## src/shared/cie_cfg.svh

```systemverilog
// Constants for the clear instruction executor.
// Assumes inclusion by bare name from design and bench files.
`ifndef CIE_CFG_SVH
`define CIE_CFG_SVH
// Opcode patterns, upper seven bits of the 14-bit word
`define CIE_REGZ_PAT   7'h03
`define CIE_ACCZ_PAT   7'h02
// Complete watchdog restart word
`define CIE_WDTR_WORD  14'h0064
// Field positions inside an instruction word
`define CIE_OPC_HI     13
`define CIE_OPC_LO     7
`define CIE_IDX_HI     6
`define CIE_IDX_LO     0
// Value written by every clearing operation
`define CIE_ZERO_BYTE  8'h00
// Bus register byte offsets
`define CIE_ADR_CTRL   8'h00
`define CIE_ADR_STAT   8'h04
`define CIE_ADR_COUNT  8'h08
// Reset values and field positions of bus registers
`define CIE_CTRL_RST   1'h1
`define CIE_CTRL_EN    0
`define CIE_COUNT_RST  16'h0000
`define CIE_COUNT_ONE  16'h0001
`define CIE_RDATA_ZERO 32'h00000000
`endif

```

## src/shared/cie_pkg.sv

```systemverilog
// Types used by the clear instruction executor, not by its bench.
// Assumes nothing beyond a SystemVerilog compiler.
package cie_pkg;
  // Phase of the instruction cycle, one system clock each
  typedef enum logic [1:0] {
    CIE_Q1 = 2'b00,
    CIE_Q2 = 2'b01,
    CIE_Q3 = 2'b10,
    CIE_Q4 = 2'b11
  } cie_phase_e;
  // Operation latched at the end of the decode phase
  typedef enum logic [1:0] {
    CIE_OP_NONE = 2'b00,
    CIE_OP_REGZ = 2'b01,
    CIE_OP_ACCZ = 2'b10,
    CIE_OP_WDTR = 2'b11
  } cie_op_e;
endpackage : cie_pkg

```

## src/cie_clear_executor.sv

```systemverilog
// Executes the three clearing instructions of an 8-bit core.
// Assumes fetch logic on i_clk_sys presents a word during Q1 and
// that register file, status and watchdog act on the strobes.
//
// Overview of operation
// - Upper seven bits 0000011 mean register zeroing; low seven select.
// - Register zeroing writes zero to the selected register, sets null.
// - Register zeroing takes one word and one cycle, never stalls.
// - Phases: decode, read register, process, write zero back.
// - Watchdog restart word clears the watchdog count in the fourth phase.
// - Watchdog restart also clears the watchdog prescaler count.
// - Watchdog restart sets both watchdog and sleep status flags only.
//
// The Wishbone register port and the register addresses were decided locally.
`include "cie_cfg.svh"
`timescale 1ns/1ps
`default_nettype none

module cie_clear_executor (
  input  wire logic        i_clk_sys,
  input  wire logic        i_srst,
  // Instruction word from fetch, same clock
  input  wire logic [13:0] i_instr_word,
  input  wire logic        i_instr_valid,
  input  wire logic [7:0]  i_rf_rdata,
  // Classic Wishbone slave
  input  wire logic        i_wb_cyc,
  input  wire logic        i_wb_stb,
  input  wire logic        i_wb_we,
  input  wire logic [7:0]  i_wb_adr,
  input  wire logic [3:0]  i_wb_sel,
  input  wire logic [31:0] i_wb_dat,
  output logic      [31:0] o_wb_dat,
  output logic             o_wb_ack,
  // Phase and register file
  output logic      [1:0]  o_phase,
  output logic      [6:0]  o_rf_addr,
  output logic             o_rf_rd,
  output logic             o_rf_wr,
  output logic      [7:0]  o_rf_wdata,
  // Accumulator
  output logic             o_acc_wr,
  output logic      [7:0]  o_acc_wdata,
  // Status and watchdog strobes
  output logic             o_result_null_flag_set,
  output logic             o_watchdog_expired_n_flag_set,
  output logic             o_sleep_entered_n_flag_set,
  output logic             o_watchdog_count_clr,
  output logic             o_watchdog_prescale_clr
);

  // Instruction decoder, used for the live word
  function automatic cie_pkg::cie_op_e decode_op(
    input logic [13:0] word,
    input logic        en
  );
    logic [6:0] opc;
    opc = word[`CIE_OPC_HI:`CIE_OPC_LO];
    if (!en) begin
      decode_op = cie_pkg::CIE_OP_NONE;
    end else if (opc == `CIE_REGZ_PAT) begin
      decode_op = cie_pkg::CIE_OP_REGZ;
    end else if (opc == `CIE_ACCZ_PAT) begin
      decode_op = cie_pkg::CIE_OP_ACCZ;
    end else if (word == `CIE_WDTR_WORD) begin
      decode_op = cie_pkg::CIE_OP_WDTR;
    end else begin
      decode_op = cie_pkg::CIE_OP_NONE;
    end
  endfunction

  // Sequencer state
  cie_pkg::cie_phase_e phase;
  cie_pkg::cie_phase_e next_phase;
  cie_pkg::cie_op_e    op;
  cie_pkg::cie_op_e    next_op;
  logic [6:0]          idx;
  logic [6:0]          next_idx;
  logic [7:0]          rd_val;
  logic [7:0]          next_rd_val;
  logic [7:0]          res;
  logic [7:0]          next_res;
  logic                done;
  logic                next_done;

  // Registered outputs of the sequencer
  logic [6:0] next_rf_addr;
  logic       next_rf_rd;
  logic       next_rf_wr;
  logic       next_acc_wr;
  logic       next_null_set;
  logic       next_wdt_clr;
  logic       next_psc_clr;
  logic       next_to_set;
  logic       next_pd_set;

  // Bus registers
  logic        ctrl_en;
  logic        next_ctrl_en;
  logic [15:0] count;
  logic [15:0] next_count;
  logic        next_ack;
  logic [31:0] next_wb_dat;
  logic        bus_req;
  logic        bus_wr;

  // A new request only when not already acknowledging
  assign bus_req = i_wb_cyc && i_wb_stb && !o_wb_ack;
  assign bus_wr  = bus_req && i_wb_we;

  // Next values of the four-phase sequencer
  always_comb begin
    next_phase    = phase;
    next_op       = op;
    next_idx      = idx;
    next_rd_val   = rd_val;
    next_res      = res;
    next_done     = 1'b0;
    next_rf_addr  = o_rf_addr;
    next_rf_rd    = 1'b0;
    next_rf_wr    = 1'b0;
    next_acc_wr   = 1'b0;
    next_null_set = 1'b0;
    next_wdt_clr  = 1'b0;
    next_psc_clr  = 1'b0;
    next_to_set   = 1'b0;
    next_pd_set   = 1'b0;
    case (phase)
      cie_pkg::CIE_Q1: begin
        // Decode; a missing word leaves the cycle idle
        next_phase = cie_pkg::CIE_Q2;
        next_op    = i_instr_valid ?
                     decode_op(i_instr_word, ctrl_en) :
                     cie_pkg::CIE_OP_NONE;
        if (next_op == cie_pkg::CIE_OP_REGZ) begin
          next_idx     = i_instr_word[`CIE_IDX_HI:`CIE_IDX_LO];
          next_rf_addr = next_idx;
          next_rf_rd   = 1'b1;
        end
      end
      cie_pkg::CIE_Q2: begin
        // Read phase; only register zeroing samples the file
        next_phase = cie_pkg::CIE_Q3;
        if (op == cie_pkg::CIE_OP_REGZ) begin
          next_rd_val = i_rf_rdata;
        end
      end
      cie_pkg::CIE_Q3: begin
        // Process: result of every clear is zero
        next_phase = cie_pkg::CIE_Q4;
        next_res   = `CIE_ZERO_BYTE;
        case (op)
          cie_pkg::CIE_OP_REGZ: begin
            next_rf_wr    = 1'b1;
            next_null_set = 1'b1;
            next_done     = 1'b1;
          end
          cie_pkg::CIE_OP_ACCZ: begin
            next_acc_wr   = 1'b1;
            next_null_set = 1'b1;
            next_done     = 1'b1;
          end
          cie_pkg::CIE_OP_WDTR: begin
            next_wdt_clr = 1'b1;
            next_psc_clr = 1'b1;
            next_to_set  = 1'b1;
            next_pd_set  = 1'b1;
            next_done    = 1'b1;
          end
          default: begin
            next_done = 1'b0;
          end
        endcase
      end
      cie_pkg::CIE_Q4: begin
        // Back to decode with no extra cycle
        next_phase = cie_pkg::CIE_Q1;
      end
      default: begin
        next_phase = cie_pkg::CIE_Q1;
      end
    endcase
  end

  // Sequencer registers; strobes are high for exactly one phase
  always_ff @(posedge i_clk_sys) begin
    if (i_srst) begin
      phase                         <= cie_pkg::CIE_Q1;
      op                            <= cie_pkg::CIE_OP_NONE;
      idx                           <= 7'h00;
      rd_val                        <= 8'h00;
      res                           <= `CIE_ZERO_BYTE;
      done                          <= 1'b0;
      o_phase                       <= 2'h0;
      o_rf_addr                     <= 7'h00;
      o_rf_rd                       <= 1'b0;
      o_rf_wr                       <= 1'b0;
      o_rf_wdata                    <= `CIE_ZERO_BYTE;
      o_acc_wr                      <= 1'b0;
      o_acc_wdata                   <= `CIE_ZERO_BYTE;
      o_result_null_flag_set        <= 1'b0;
      o_watchdog_count_clr          <= 1'b0;
      o_watchdog_prescale_clr       <= 1'b0;
      o_watchdog_expired_n_flag_set <= 1'b0;
      o_sleep_entered_n_flag_set    <= 1'b0;
    end else begin
      phase                         <= next_phase;
      op                            <= next_op;
      idx                           <= next_idx;
      rd_val                        <= next_rd_val;
      res                           <= next_res;
      done                          <= next_done;
      o_phase                       <= next_phase;
      o_rf_addr                     <= next_rf_addr;
      o_rf_rd                       <= next_rf_rd;
      o_rf_wr                       <= next_rf_wr;
      o_rf_wdata                    <= next_res;
      o_acc_wr                      <= next_acc_wr;
      o_acc_wdata                   <= next_res;
      o_result_null_flag_set        <= next_null_set;
      o_watchdog_count_clr          <= next_wdt_clr;
      o_watchdog_prescale_clr       <= next_psc_clr;
      o_watchdog_expired_n_flag_set <= next_to_set;
      o_sleep_entered_n_flag_set    <= next_pd_set;
    end
  end

  // Next values of the bus slave and its registers
  always_comb begin
    next_ctrl_en = ctrl_en;
    next_count   = count;
    next_ack     = bus_req;
    next_wb_dat  = `CIE_RDATA_ZERO;
    if (bus_wr && i_wb_sel[0] &&
        (i_wb_adr == `CIE_ADR_CTRL)) begin
      next_ctrl_en = i_wb_dat[`CIE_CTRL_EN];
    end
    // A write clears the counter, but a finishing op still counts
    if (bus_wr && (i_wb_adr == `CIE_ADR_COUNT) &&
        (i_wb_sel[1:0] != 2'h0)) begin
      next_count = done ? `CIE_COUNT_ONE : `CIE_COUNT_RST;
    end else if (done) begin
      next_count = count + `CIE_COUNT_ONE;
    end
    if (bus_req && !i_wb_we) begin
      case (i_wb_adr)
        `CIE_ADR_CTRL: begin
          next_wb_dat = {31'h00000000, ctrl_en};
        end
        `CIE_ADR_STAT: begin
          // Last op, operand index and value seen before clearing
          next_wb_dat = {15'h0000, rd_val, idx, op};
        end
        `CIE_ADR_COUNT: begin
          next_wb_dat = {16'h0000, count};
        end
        default: begin
          next_wb_dat = `CIE_RDATA_ZERO;
        end
      endcase
    end
  end

  // Bus registers; ack follows the request by one clock
  always_ff @(posedge i_clk_sys) begin
    if (i_srst) begin
      ctrl_en  <= `CIE_CTRL_RST;
      count    <= `CIE_COUNT_RST;
      o_wb_ack <= 1'b0;
      o_wb_dat <= `CIE_RDATA_ZERO;
    end else begin
      ctrl_en  <= next_ctrl_en;
      count    <= next_count;
      o_wb_ack <= next_ack;
      o_wb_dat <= next_wb_dat;
    end
  end

endmodule // cie_clear_executor

`default_nettype wire

```

## config.mk

```make
export PLATFORM = sky130hd
export DESIGN_NAME = cie_clear_executor
export DESIGN_NICKNAME = d
export VERILOG_FILES = /design/src/shared/cie_pkg.sv /design/src/cie_clear_executor.sv
export VERILOG_INCLUDE_DIRS = /design/src /design/src/shared
export SDC_FILE = /design/constraint.sdc
export NUM_CORES = 1
export LEC_CHECK = 0
export BUFFER_PORTS_ARGS = -buffer_cell sky130_fd_sc_hd__buf_2
export CAP_MARGIN = 20
export CORE_MARGIN = 1.5
export CORE_UTILIZATION = 42
export CTS_CLUSTER_SIZE = 12
export DETAILED_ROUTE_END_ITERATION = 8
export PLACE_DENSITY = 0.75
export SYNTH_ARGS = -nofsm -noshare
export SYNTH_HDL_FRONTEND = slang
export SYNTH_SLANG_ARGS = --single-unit
```

## constraint.sdc

```tcl
create_clock -name i_clk_sys -period 2.05 [get_ports i_clk_sys]
set_input_delay 0.1025 -clock i_clk_sys [delete_from_list [all_inputs] [get_ports i_clk_sys]]
set_output_delay 0.1025 -clock i_clk_sys [all_outputs]
set_load 0.01 [all_outputs]
```

-- Word level (Yosys, flattened, before mapping)
Cells that the tools add are included.
- shift-type cells: 0
- eq/ne operators: 12
- multiply operators: 0
- muxes and demuxes: 17
- reductions and logical operators: 21
- bitwise logic cells: 3
- divide/modulo/power cells: 0
- add/subtract/negate cells: 1
- magnitude comparators: 0
- operators by type and width (operator ; number):
    17-bit case mux with 3 select lines ; 1
    16-bit 2-to-1 mux ; 2
    16-bit by 1-bit adder with 16-bit output, second input constant ; 1
    14-bit by 7-bit equality test with 1-bit output, second input constant ; 1
    7-bit by 2-bit equality test with 1-bit output, second input constant ; 2
    2-bit 2-to-1 mux ; 6
    2-bit equality test, second input constant ; 4
    8-bit by 3-bit equality test with 1-bit output, second input constant ; 1
    8-bit by 4-bit equality test with 1-bit output, second input constant ; 1
    1-bit logical AND ; 8
    8-bit zero test ; 1
    2-bit case mux with 4 select lines ; 1
    2-bit OR reduction ; 4
    1-bit 2-to-1 mux ; 7
    2-bit by 1-bit equality test with 1-bit output, second input constant ; 3
    2-bit AND reduction ; 2
    2-bit nonzero test ; 2
    1-bit NOT ; 3
    3-bit OR reduction ; 1
    1-bit zero test ; 2
    2-bit zero test ; 1
- input port bits: 72
- memory bits (writable): 0
- output and inout port bits: 66
- logic and storage cells: 68
- flip-flop bits (word level): 75
- memories kept: 0
- bits in latches: 0
- ROM bits: 0

-- Logic depth before layout (Yosys ltp)
Gate-level depths: netlist of the first run.
- depth after elaboration: 9
- mapped depth: 6
- mapped depth without buffers: 6

-- Worst setup path before layout of the first run
OpenSTA, ideal clock, no wires.
- kind: register to register
- start point: register phase[0]
- end point: register idx[0]
- setup time: 0.128 ns
- data required time: 1.922 ns
- buffers on the path: 0
- stages on the path, launching flop included: 7
- arrival: 1.615 ns
- period minus slack after synthesis: 1.743 ns
- setup slack: 0.307 ns
- path through: dfxtp_1 > inv_1 > ha_1 > nor4bb_1 > nand4_1 > mux2i_1 > nor2_1
- word-level cells in the longest chain between the ends: 2
- RTL lines (what ; RTL line ; source):
    from (decl) ; cie_clear_executor.sv:73 ; cie_pkg::cie_phase_e phase;
    from (signal assigned) ; cie_clear_executor.sv:188 ; phase <= cie_pkg::CIE_Q1;
    from (signal assigned) ; cie_clear_executor.sv:207 ; phase <= next_phase;
    2-bit zero test ; cie_clear_executor.sv:128 ; case (phase)
    2-bit AND reduction (no source line) ; -- ;
    to (signal assigned) ; cie_clear_executor.sv:209 ; idx <= next_idx;
    to (decl) ; cie_clear_executor.sv:77 ; logic [6:0] idx;
No other way between the ends.
A chain may end at the register's enable or synchronous reset.

-- Worst setup path in the final report of the first run
- start point: register phase[0]
- end point: register idx[5]
The elaborated chain is that of the path after synthesis.

==> flow_metrics.tcl, run 1 <==
set metrics [dict create \
    status "completed" \
    dp_hpwl_um 3903 \
    drtPass1Iterations 4 \
    crit_required_ns 2.24 \
    crit_path_start_kind "flip-flop" \
    wl_per_cell_um 11.84 \
    synth_top_area_share_pct 44.14 \
    synth_flop_cell "dfxtp_1" \
    drive_gt1_share_pct 25.80 \
    first_iter_violations 161 \
    die_h_um 83.50 \
    ant_nets 0 \
    antenna_found_initial 0 \
    vias_per_cell 4.834 \
    fin_util_pct 50.69 \
    gp_congestion 0.7994 \
    ys_seq_area_share_pct 44.14 \
    finalSetupViolCount 0 \
    ys_seq_elements 60 \
    fin_nets 453 \
    fp.dieW_um 83.50 \
    min_path_cells 3 \
    crit_type "reg2reg" \
    yosys_warnings 0 \
    cts_buffers 9 \
    p_leak_nw 1.395 \
    ctsResizeCount 0 \
    grt_pass1_wl_um 9142 \
    ys_async_sr_fraction_pct 0 \
    io_pins 138 \
    post_cts_buffers 0 \
    yosys-top-cells-area "dfxtp_1, buf_4, nor2_1" \
    grt_usage_pct 16.21 \
    yosys.area.top_type "dfxtp_1" \
    row_count 29 \
    rsz0062_at_grt "false" \
    mostFrequentLayoutCells "buf_2, dfxtp_1, nor2_1" \
    drc 0 \
    crit_path_start "phase[0]" \
    ff2ff_path_depth 7 \
    drv_cap 0 \
    worstHoldPathType "in2reg" \
    relSlewSlack_pct 65.78 \
    cp.arrival_ns 1.93 \
    synth_area_um2 2721 \
    final_cell_count_no_fill 453 \
    cp-end-kind "flip-flop" \
    num_vias 2190 \
    start_util_pct 43.10 \
    ir_drop_uv 310.0 \
    grt_overflow 0 \
    clk_pin_slew_ns 0.06 \
    avgSynthCellArea_um2 9.132 \
    period_needed_ns 1.741 \
    htreeDepth 3 \
    tightest_slew_ns 0.5133 \
    tns_ns 0 \
    hold_viol 0 \
    grt_max_degree 30 \
    fp.coreArea_um2 6314 \
    clkLatencyLatePin_ns 0.32 \
    slew_viol_final 0 \
    n_antenna_cell 0 \
    cp_max_fo 8 \
    mostFrequentLayoutCell "buf_2" \
    r2r_end "idx[5]" \
    synth_edf_count 0 \
    root_buffer "clkbuf_8" \
    rrSetupSlack_ns 0.31 \
    fin_crit_sh_pct 84.93 \
    area_growth_pct 17.61 \
    placed_cells 438 \
    clk_path_buf_depth 2 \
    hold_end "idx[2]" \
    power.density_nw_per_um2 742.0 \
    wirelength_um 5365 \
    grt_pass1_vias 2039 \
    postCtsHoldBufs 0 \
    synth.distinct_cells 37 \
    r2r-start "phase[0]" \
    die_area_um2 6971 \
    cts.sinks 60 \
    io_buffers 73 \
    max_clock_freq_ghz 0.5744 \
    synthCells 298 \
    hp-start "i_instr_word[2]" \
    cts_tree "done" \
    fin_worst_skew_ns 0.005374 \
]
## worst max-delay path: stages, from the launching register on
cell and delay, ns:
dfxtp_1 0.33, inv_1 0.10, ha_1 0.20, nor4bb_1 0.41, nand4_1 0.14, buf_4 0.20, mux2i_1 0.16, nor2_1 0.05
## final cells by class
cell class | count | area, um2
Clock buffer | 14 | 182.7
Clock inverter | 1 | 5.005
Fill cell | 646 | 3113
Inverter | 7 | 26.28
Multi-Input combinational cell | 217 | 1294
Sequential cell | 60 | 1201
Tap cell | 77 | 96.34
Timing Repair Buffer | 77 | 395.4
## state kept, by name, indices dropped and copies added, names as in the netlist
name                     flops
ctrl_en                      1
rd_val                       8
o_watchdog_prescale_clr      1
o_acc_wr                     1
o_rf_wr                      1
o_rf_rd                      1
o_result_null_flag_set       1
o_wb_dat                    17
idx                          7
op                           2
phase                        2
count                       16
done                         1
o_wb_ack                     1
## where the power goes
part           switching [mW]  leakage, nW  internal, mW  total [mW]
Clock                   0.411       0.0986         0.563       0.974
Combinational           0.128        0.813        0.0812       0.209
Sequential             0.0119        0.484          1.18        1.19
## routing by layer
layer	track usage (%)	routed length [um]	up-vias
li1	-	-	1099
met1	19.73	2294	1006
met2	26.31	2606	70
met3	3.956	322	15
met4	9.091	141	0
met5	0	0	-
## worst max-delay path by stage
stage,to,slack [ns],cells past startpoint
after floorplan,idx[0],0.31,6
after detailed placement,o_wb_dat[0],0.29,6
after global placement,o_wb_dat[0],0.32,6
final,idx[5],0.31,7
after CTS,op[1],0.30,6
after global routing,idx[0],0.10,7
## synth_stat cells (all sizes together) (3+ instances only)
master,count
nand4,6
nand2,20
ha,9
nand2b,3
buf,39
xor2,4
inv,7
nor2b,4
a22oi,15
nand3,11
a21oi,11
xnor2,10
nor3,8
mux2i,10
nor4,7
and2,4
nor2,47
dfxtp,60
clkbuf,5
## kinds of logic (layout without fill, tap and decap cells)
logic type                 after synthesis  after routing  synth area share, %
AOI/OAI and AO/OA                       32             32                8.184
muxes                                   11             11                4.092
buffers and inverters                   51             99                12.46
adders and majority gates                9              9                4.138
other                                    1             31               0.1378
xor gates and xnor gates                14             14                4.505
DFF                                     60             60                44.14
and+or+nand+nor                        120            120                22.34
## stage by stage
step	hold slack, ns	area (um2)	power, mW	setup WS (ns)
detailed placement	0.3579	3013	1.425	0.2950
finish	0.02762	3201	2.375	0.3089
CTS	0.01618	3201	2.399	0.2955
floorplan	0.2464	2834	1.391	0.3070
global placement	0.3515	3013	1.421	0.3207
global route	0.03695	3201	2.480	0.1039
Power figures use the tool's default switching activity.
==> run 2: changes to the inputs <==
--- a/config.mk
+++ b/config.mk
@@ -6,13 +6,14 @@
 export SDC_FILE = /design/constraint.sdc
 export NUM_CORES = 1
 export LEC_CHECK = 0
+export ABC_AREA = 1
 export BUFFER_PORTS_ARGS = -buffer_cell sky130_fd_sc_hd__buf_2
 export CAP_MARGIN = 20
 export CORE_MARGIN = 1.5
 export CORE_UTILIZATION = 42
 export CTS_CLUSTER_SIZE = 12
 export DETAILED_ROUTE_END_ITERATION = 8
-export PLACE_DENSITY = 0.75
+export PLACE_DENSITY = 0.73
 export SYNTH_ARGS = -nofsm -noshare
 export SYNTH_HDL_FRONTEND = slang
 export SYNTH_SLANG_ARGS = --single-unit
==> constraint.sdc (replaced) <==
create_clock -name i_clk_sys -period 1.7 [get_ports i_clk_sys]
set_input_delay 0.085 -clock i_clk_sys [delete_from_list [all_inputs] [get_ports i_clk_sys]]
set_output_delay 0.085 -clock i_clk_sys [all_outputs]
set_load 0.01 [all_outputs]
==> flow_metrics.tcl, run 2 <==
set metrics [dict create \
    status "completed" \
    synth_area_um2 3035 \
    nFillCells 688 \
    worstHoldPathType "in2reg" \
    root_buffer "clkbuf_8" \
    p_leak_nw 1.724 \
    slew_viol_final 0 \
    final_area_um2 3535 \
    crit_type "reg2reg" \
    start_util_pct 43.95 \
    synth.distinct_cells 32 \
    synth_edf_count 0 \
    fin_crit_sh_pct 89.19 \
    power.density_nw_per_um2 862.8 \
    mostFrequentLayoutCell "nand2_1" \
    htreeDepth 3 \
    yosys.area.top_type "dfxtp_1" \
    cp_num_buf_inv 1 \
    ant_nets 0 \
    grt_overflow 0 \
    cts.sinks 60 \
    cts_tree "done" \
    cts_buffers 9 \
    crit_path_start_kind "flip-flop" \
    avgSynthCellArea_um2 7.332 \
    final_cell_count_no_fill 591 \
    clk_path_buf_depth 2 \
    synth.most_common_cell "nand2_1" \
    ys_async_sr_fraction_pct 0 \
    register_area_um2 1201 \
    fp.dieW_um 88.01 \
    dp_hpwl_um 4951 \
    io_buffers 73 \
    ys_seq_area_share_pct 39.57 \
    drv_cap 0 \
    setup_ws_ns 0.1837 \
    top_register "o_wb_dat" \
    grt_max_degree 21 \
    cp_max_fo 15 \
    n_antenna_cell 0 \
    period_needed_ns 1.516 \
    place_area_um2 3341 \
    num_vias 2690 \
    ir_drop_uv 414.5 \
    first_iter_violations 131 \
    drc 0 \
    fin_worst_skew_ns 0.006603 \
    clkLatencyLatePin_ns 0.33 \
    synth_common_cells "nand2_1, dfxtp_1, nor2_1" \
    largest_reg_flops 17 \
    wirelength_um 6312 \
    fin_nets 572 \
    pre_cts_slack_ns 0.2001 \
    die_h_um 88.01 \
    ys_seq_elements 60 \
    vias_per_cell 4.552 \
    row_count 30 \
    yosys-top-cells-area "dfxtp_1, nand2_1, buf_4" \
    crit_required_ns 1.92 \
    grt_usage_pct 17.69 \
    fp.coreArea_um2 6907 \
    grt_pass1_wl_um 10480 \
    hold_viol 0 \
    cp-end-kind "flip-flop" \
    synth_top_area_share_pct 39.57 \
    die_area_um2 7746 \
    placed_cells 575 \
    io_pins 138 \
    antenna_found_initial 0 \
    wl_per_cell_um 10.68 \
    grt_pass1_vias 2401 \
    path_common_cell "nand3_1" \
    post_cts_buffers 0 \
    gp_congestion 0.9459 \
    slowest_delay_ns 0.36 \
    multi_input_area_um2 1406 \
    synthCells 414 \
    max_clock_freq_ghz 0.6595 \
    tns_ns 0 \
    drtPass1Iterations 4 \
    cp_cell_sequence "inv_1 > ha_1 > nand3_1 > a21oi_4 > nand3_1 > nand2_1 > nor2_1" \
    top_regs "o_wb_dat: 17 flops, count: 16 flops, rd_val: 8 flops" \
    crit_family "simple AND/OR/NAND/NOR gates" \
    synth_flop_cell "dfxtp_1" \
    clk_pin_slew_ns 0.06 \
    cpMaxStageDelayCell "a21oi_4" \
    whs_ns 0.02151 \
    yosys_warnings 0 \
    drive_gt1_share_pct 22.22 \
    mostFrequentLayoutCells "nand2_1, buf_2, dfxtp_1" \
    area_growth_pct 16.45 \
    finalSetupViolCount 0 \
    rsz0062_at_grt "false" \
    cp.arrival_ns 1.74 \
]
==> run 2: cell type report <==
class,instances,share of cell area [%]
clock buffers,10,3.611
flip-flops and latches,60,33.98
inverters,60,6.442
well taps,96,3.398
multi-input cells,283,39.79
clock inverters,5,1.522
repair buffers,77,11.26
==> run 2: stage by stage <==
step | power [mW] | util, %
after global routing | 3.222 | 51.18
after CTS | 3.088 | 51.14
after floorplan | 1.809 | -
final | 3.050 | 51.18
after global placement | 1.869 | 48.37
after detailed placement | 1.887 | 48.37
==> run 2: routing by layer <==
layer  vias up  global-route usage (%)  part of all wire [%]
li1       1393                       -                     -
met1      1199                   21.98                    44
met2        82                   27.83                    47
met3        16                   4.524                   6.0
met4         0                   10.09                   2.2
met5         -                       0                     0
==> run 2: final timing paths <==
check	startpoint	endpoint	slack (ns)	depth (start not counted)
max	phase[1]	idx[0]	0.18	7
min	i_rf_rdata[3]	rd_val[3]	0.02	3
max reg2reg	phase[1]	idx[0]	0.18	7
min reg2reg	rd_val[0]	rd_val[0]	0.47	2
==> run 2: worst reg2reg max path: stages, from the launching register on <==
cell and delay, ns:
dfxtp_1 0.32, inv_1 0.10, ha_1 0.22, nand3_1 0.15
a21oi_4 0.36, nand3_1 0.12, nand2_1 0.09, nor2_1 0.04
==> run 2: power breakdown <==
| part | switching (mW) | internal [mW] | total, mW |
|---|---|---|---|
| Clock | 0.531 | 0.663 | 1.19 |
| Sequential | 0.0319 | 1.45 | 1.48 |
| Combinational | 0.237 | 0.138 | 0.375 |
==> run 2: kinds of logic after synthesis <==
logic type / count (synthesis) / share of synthesized area (%)
flip-flops: 60 / 39.57
buffers and inverters: 101 / 17.89
XOR/XNOR: 4 / 1.154
AO/OA/AOI/OAI: 55 / 10.76
other: 1 / 0.1235
AND/OR/NAND/NOR: 184 / 26.79
adder cells (fa/ha/maj): 9 / 3.710
==> run 2: timing repair <==
action,in CTS,in global routing
setup endpoints to repair,0,1
hold endpoints to repair,1,0
hold buffers,1,0
gates resized for setup,0,1
==> run 3: changes to the inputs <==
--- a/config.mk
+++ b/config.mk
@@ -10,10 +10,9 @@
 export BUFFER_PORTS_ARGS = -buffer_cell sky130_fd_sc_hd__buf_2
 export CAP_MARGIN = 20
 export CORE_MARGIN = 1.5
-export CORE_UTILIZATION = 42
+export CORE_UTILIZATION = 35
 export CTS_CLUSTER_SIZE = 12
 export DETAILED_ROUTE_END_ITERATION = 8
-export PLACE_DENSITY = 0.73
 export SYNTH_ARGS = -nofsm -noshare
 export SYNTH_HDL_FRONTEND = slang
 export SYNTH_SLANG_ARGS = --single-unit
==> flow_metrics.tcl, run 3 (synthesis results as in run 2) <==
set metrics [dict create \
    met2_usage_pct 26.47 \
    slowest_delay_ns 0.38 \
    die_area_um2 9240 \
    fp.coreArea_um2 8299 \
    grt-busiest-layer "met2" \
    ir_drop_uv 342.3 \
    post_cts_buffers 0 \
    grt_pass1_vias 2460 \
    wl_per_cell_um 11.21 \
    root_buffer "clkbuf_8" \
    cts_buffers 9 \
    rsz0062_at_grt "false" \
    antenna_found_initial 0 \
    period_needed_ns 1.522 \
    slew_viol_final 0 \
    die_h_um 96.13 \
    finalSetupViolCount 0 \
    fin_nets 573 \
    io_pins 138 \
    grtUsageMet3_pct 4.739 \
    dp_hpwl_um 5305 \
    crit_type "reg2reg" \
    cp_cell_sequence "inv_1 > ha_1 > nand3_1 > a21oi_4 > nand3_1 > nand2_1 > nor2_1" \
    io_buffers 73 \
    drc 0 \
    drtPass1Iterations 4 \
    ant_nets 0 \
    mostFrequentLayoutCells "nand2_1, buf_2, dfxtp_1" \
    drv_cap 0 \
    ctsResizeCount 0 \
    drive_gt1_share_pct 22.42 \
    top_regs "o_wb_dat: 17 flops, count: 16 flops, rd_val: 8 flops" \
    num_vias 2711 \
    cp.arrival_ns 1.75 \
    max_clock_freq_ghz 0.6568 \
    start_util_pct 36.57 \
    cpMaxStageDelayCell "a21oi_4" \
    grt_util_met1_pct 18.88 \
    htreeDepth 3 \
    path_common_cell "nand3_1" \
    status "completed" \
    grt_overflow 0 \
    grt_pass1_wl_um 10990 \
    mostFrequentLayoutCell "nand2_1" \
    cts.sinks 60 \
    crit_path_start_kind "flip-flop" \
    n_antenna_cell 0 \
    wirelength_um 6727 \
    tns_ns 0 \
    first_iter_violations 167 \
    whs_ns 0.01547 \
    grt_usage_pct 15.87 \
    gp_congestion 0.8540 \
    cp-end-kind "flip-flop" \
    fin_crit_sh_pct 89.56 \
    postCtsHoldBufs 0 \
    vias_per_cell 4.518 \
    top_register "o_wb_dat" \
    grt_max_degree 21 \
    clkLatencyLatePin_ns 0.33 \
    cts_tree "done" \
    crit_required_ns 1.93 \
    row_count 33 \
    cp_max_fo 15 \
    hold_viol 0 \
    p_leak_nw 1.727 \
    area_growth_pct 16.69 \
    power.density_nw_per_um2 844.4 \
    largest_reg_flops 17 \
    clk_pin_slew_ns 0.06 \
    worstHoldPathType "in2reg" \
    fin_worst_skew_ns 0.007967 \
    clk_path_buf_depth 2 \
    fp.dieW_um 96.13 \
]
==> run 3: final cells by class <==
class	count	area, um2
clock buffers	12	165.2
well taps	105	131.4
flip-flops and latches	60	1201
multi-input cells	283	1404
repair buffers	78	402.9
clock inverters	2	10.01
fillers	859	4757
inverters	60	227.7
==> run 3: per-stage QoR <==
step / worst slack (ns) / area [um2] / instances / total power, mW / util [%]
after global placement: 0.2231 / 3367 / 586 / 1.874 / 40.57
after CTS: 0.1717 / 3542 / 600 / 3.027 / 42.68
after detailed placement: 0.1901 / 3367 / 586 / 1.884 / 40.57
after global routing: 0.007960 / 3542 / 600 / 3.165 / 42.68
final: 0.1775 / 3542 / 600 / 2.991 / 42.68
after floorplan: 0.3578 / 3148 / 444 / 1.809 / -
==> run 3: final timing paths <==
check,start,end,slack [ns],cells past startpoint
worst max-delay path,phase[1],idx[3],0.18,7
worst min-delay path,i_wb_dat[0],ctrl_en,0.02,3
worst max register to register,phase[1],idx[3],0.18,7
worst min register to register,rd_val[0],rd_val[0],0.47,2
==> run 3: power breakdown <==
part / switching [mW] / total (mW) / leakage [nW] / internal [mW]
Clock: 0.516 / 1.14 / 0.0941 / 0.627
Combinational: 0.234 / 0.368 / 1.15 / 0.134
Sequential: 0.0321 / 1.48 / 0.484 / 1.45
==> run 3: worst max-delay path: cells and delay by family, from the launching register on <==
kind | cells | cell delay, ns
AOI/OAI and AO/OA | 1 | 0.38
adders and majority gates | 1 | 0.21
buffers and inverters | 1 | 0.10
DFF | 1 | 0.32
and+or+nand+nor | 4 | 0.39
==> run 3: per-layer routing <==
metal / vias up / part of all wire (%)
li1: 1390 / -
met1: 1232 / 42
met2: 83 / 48
met3: 6 / 8.2
met4: 0 / 1.4
met5: - / 0
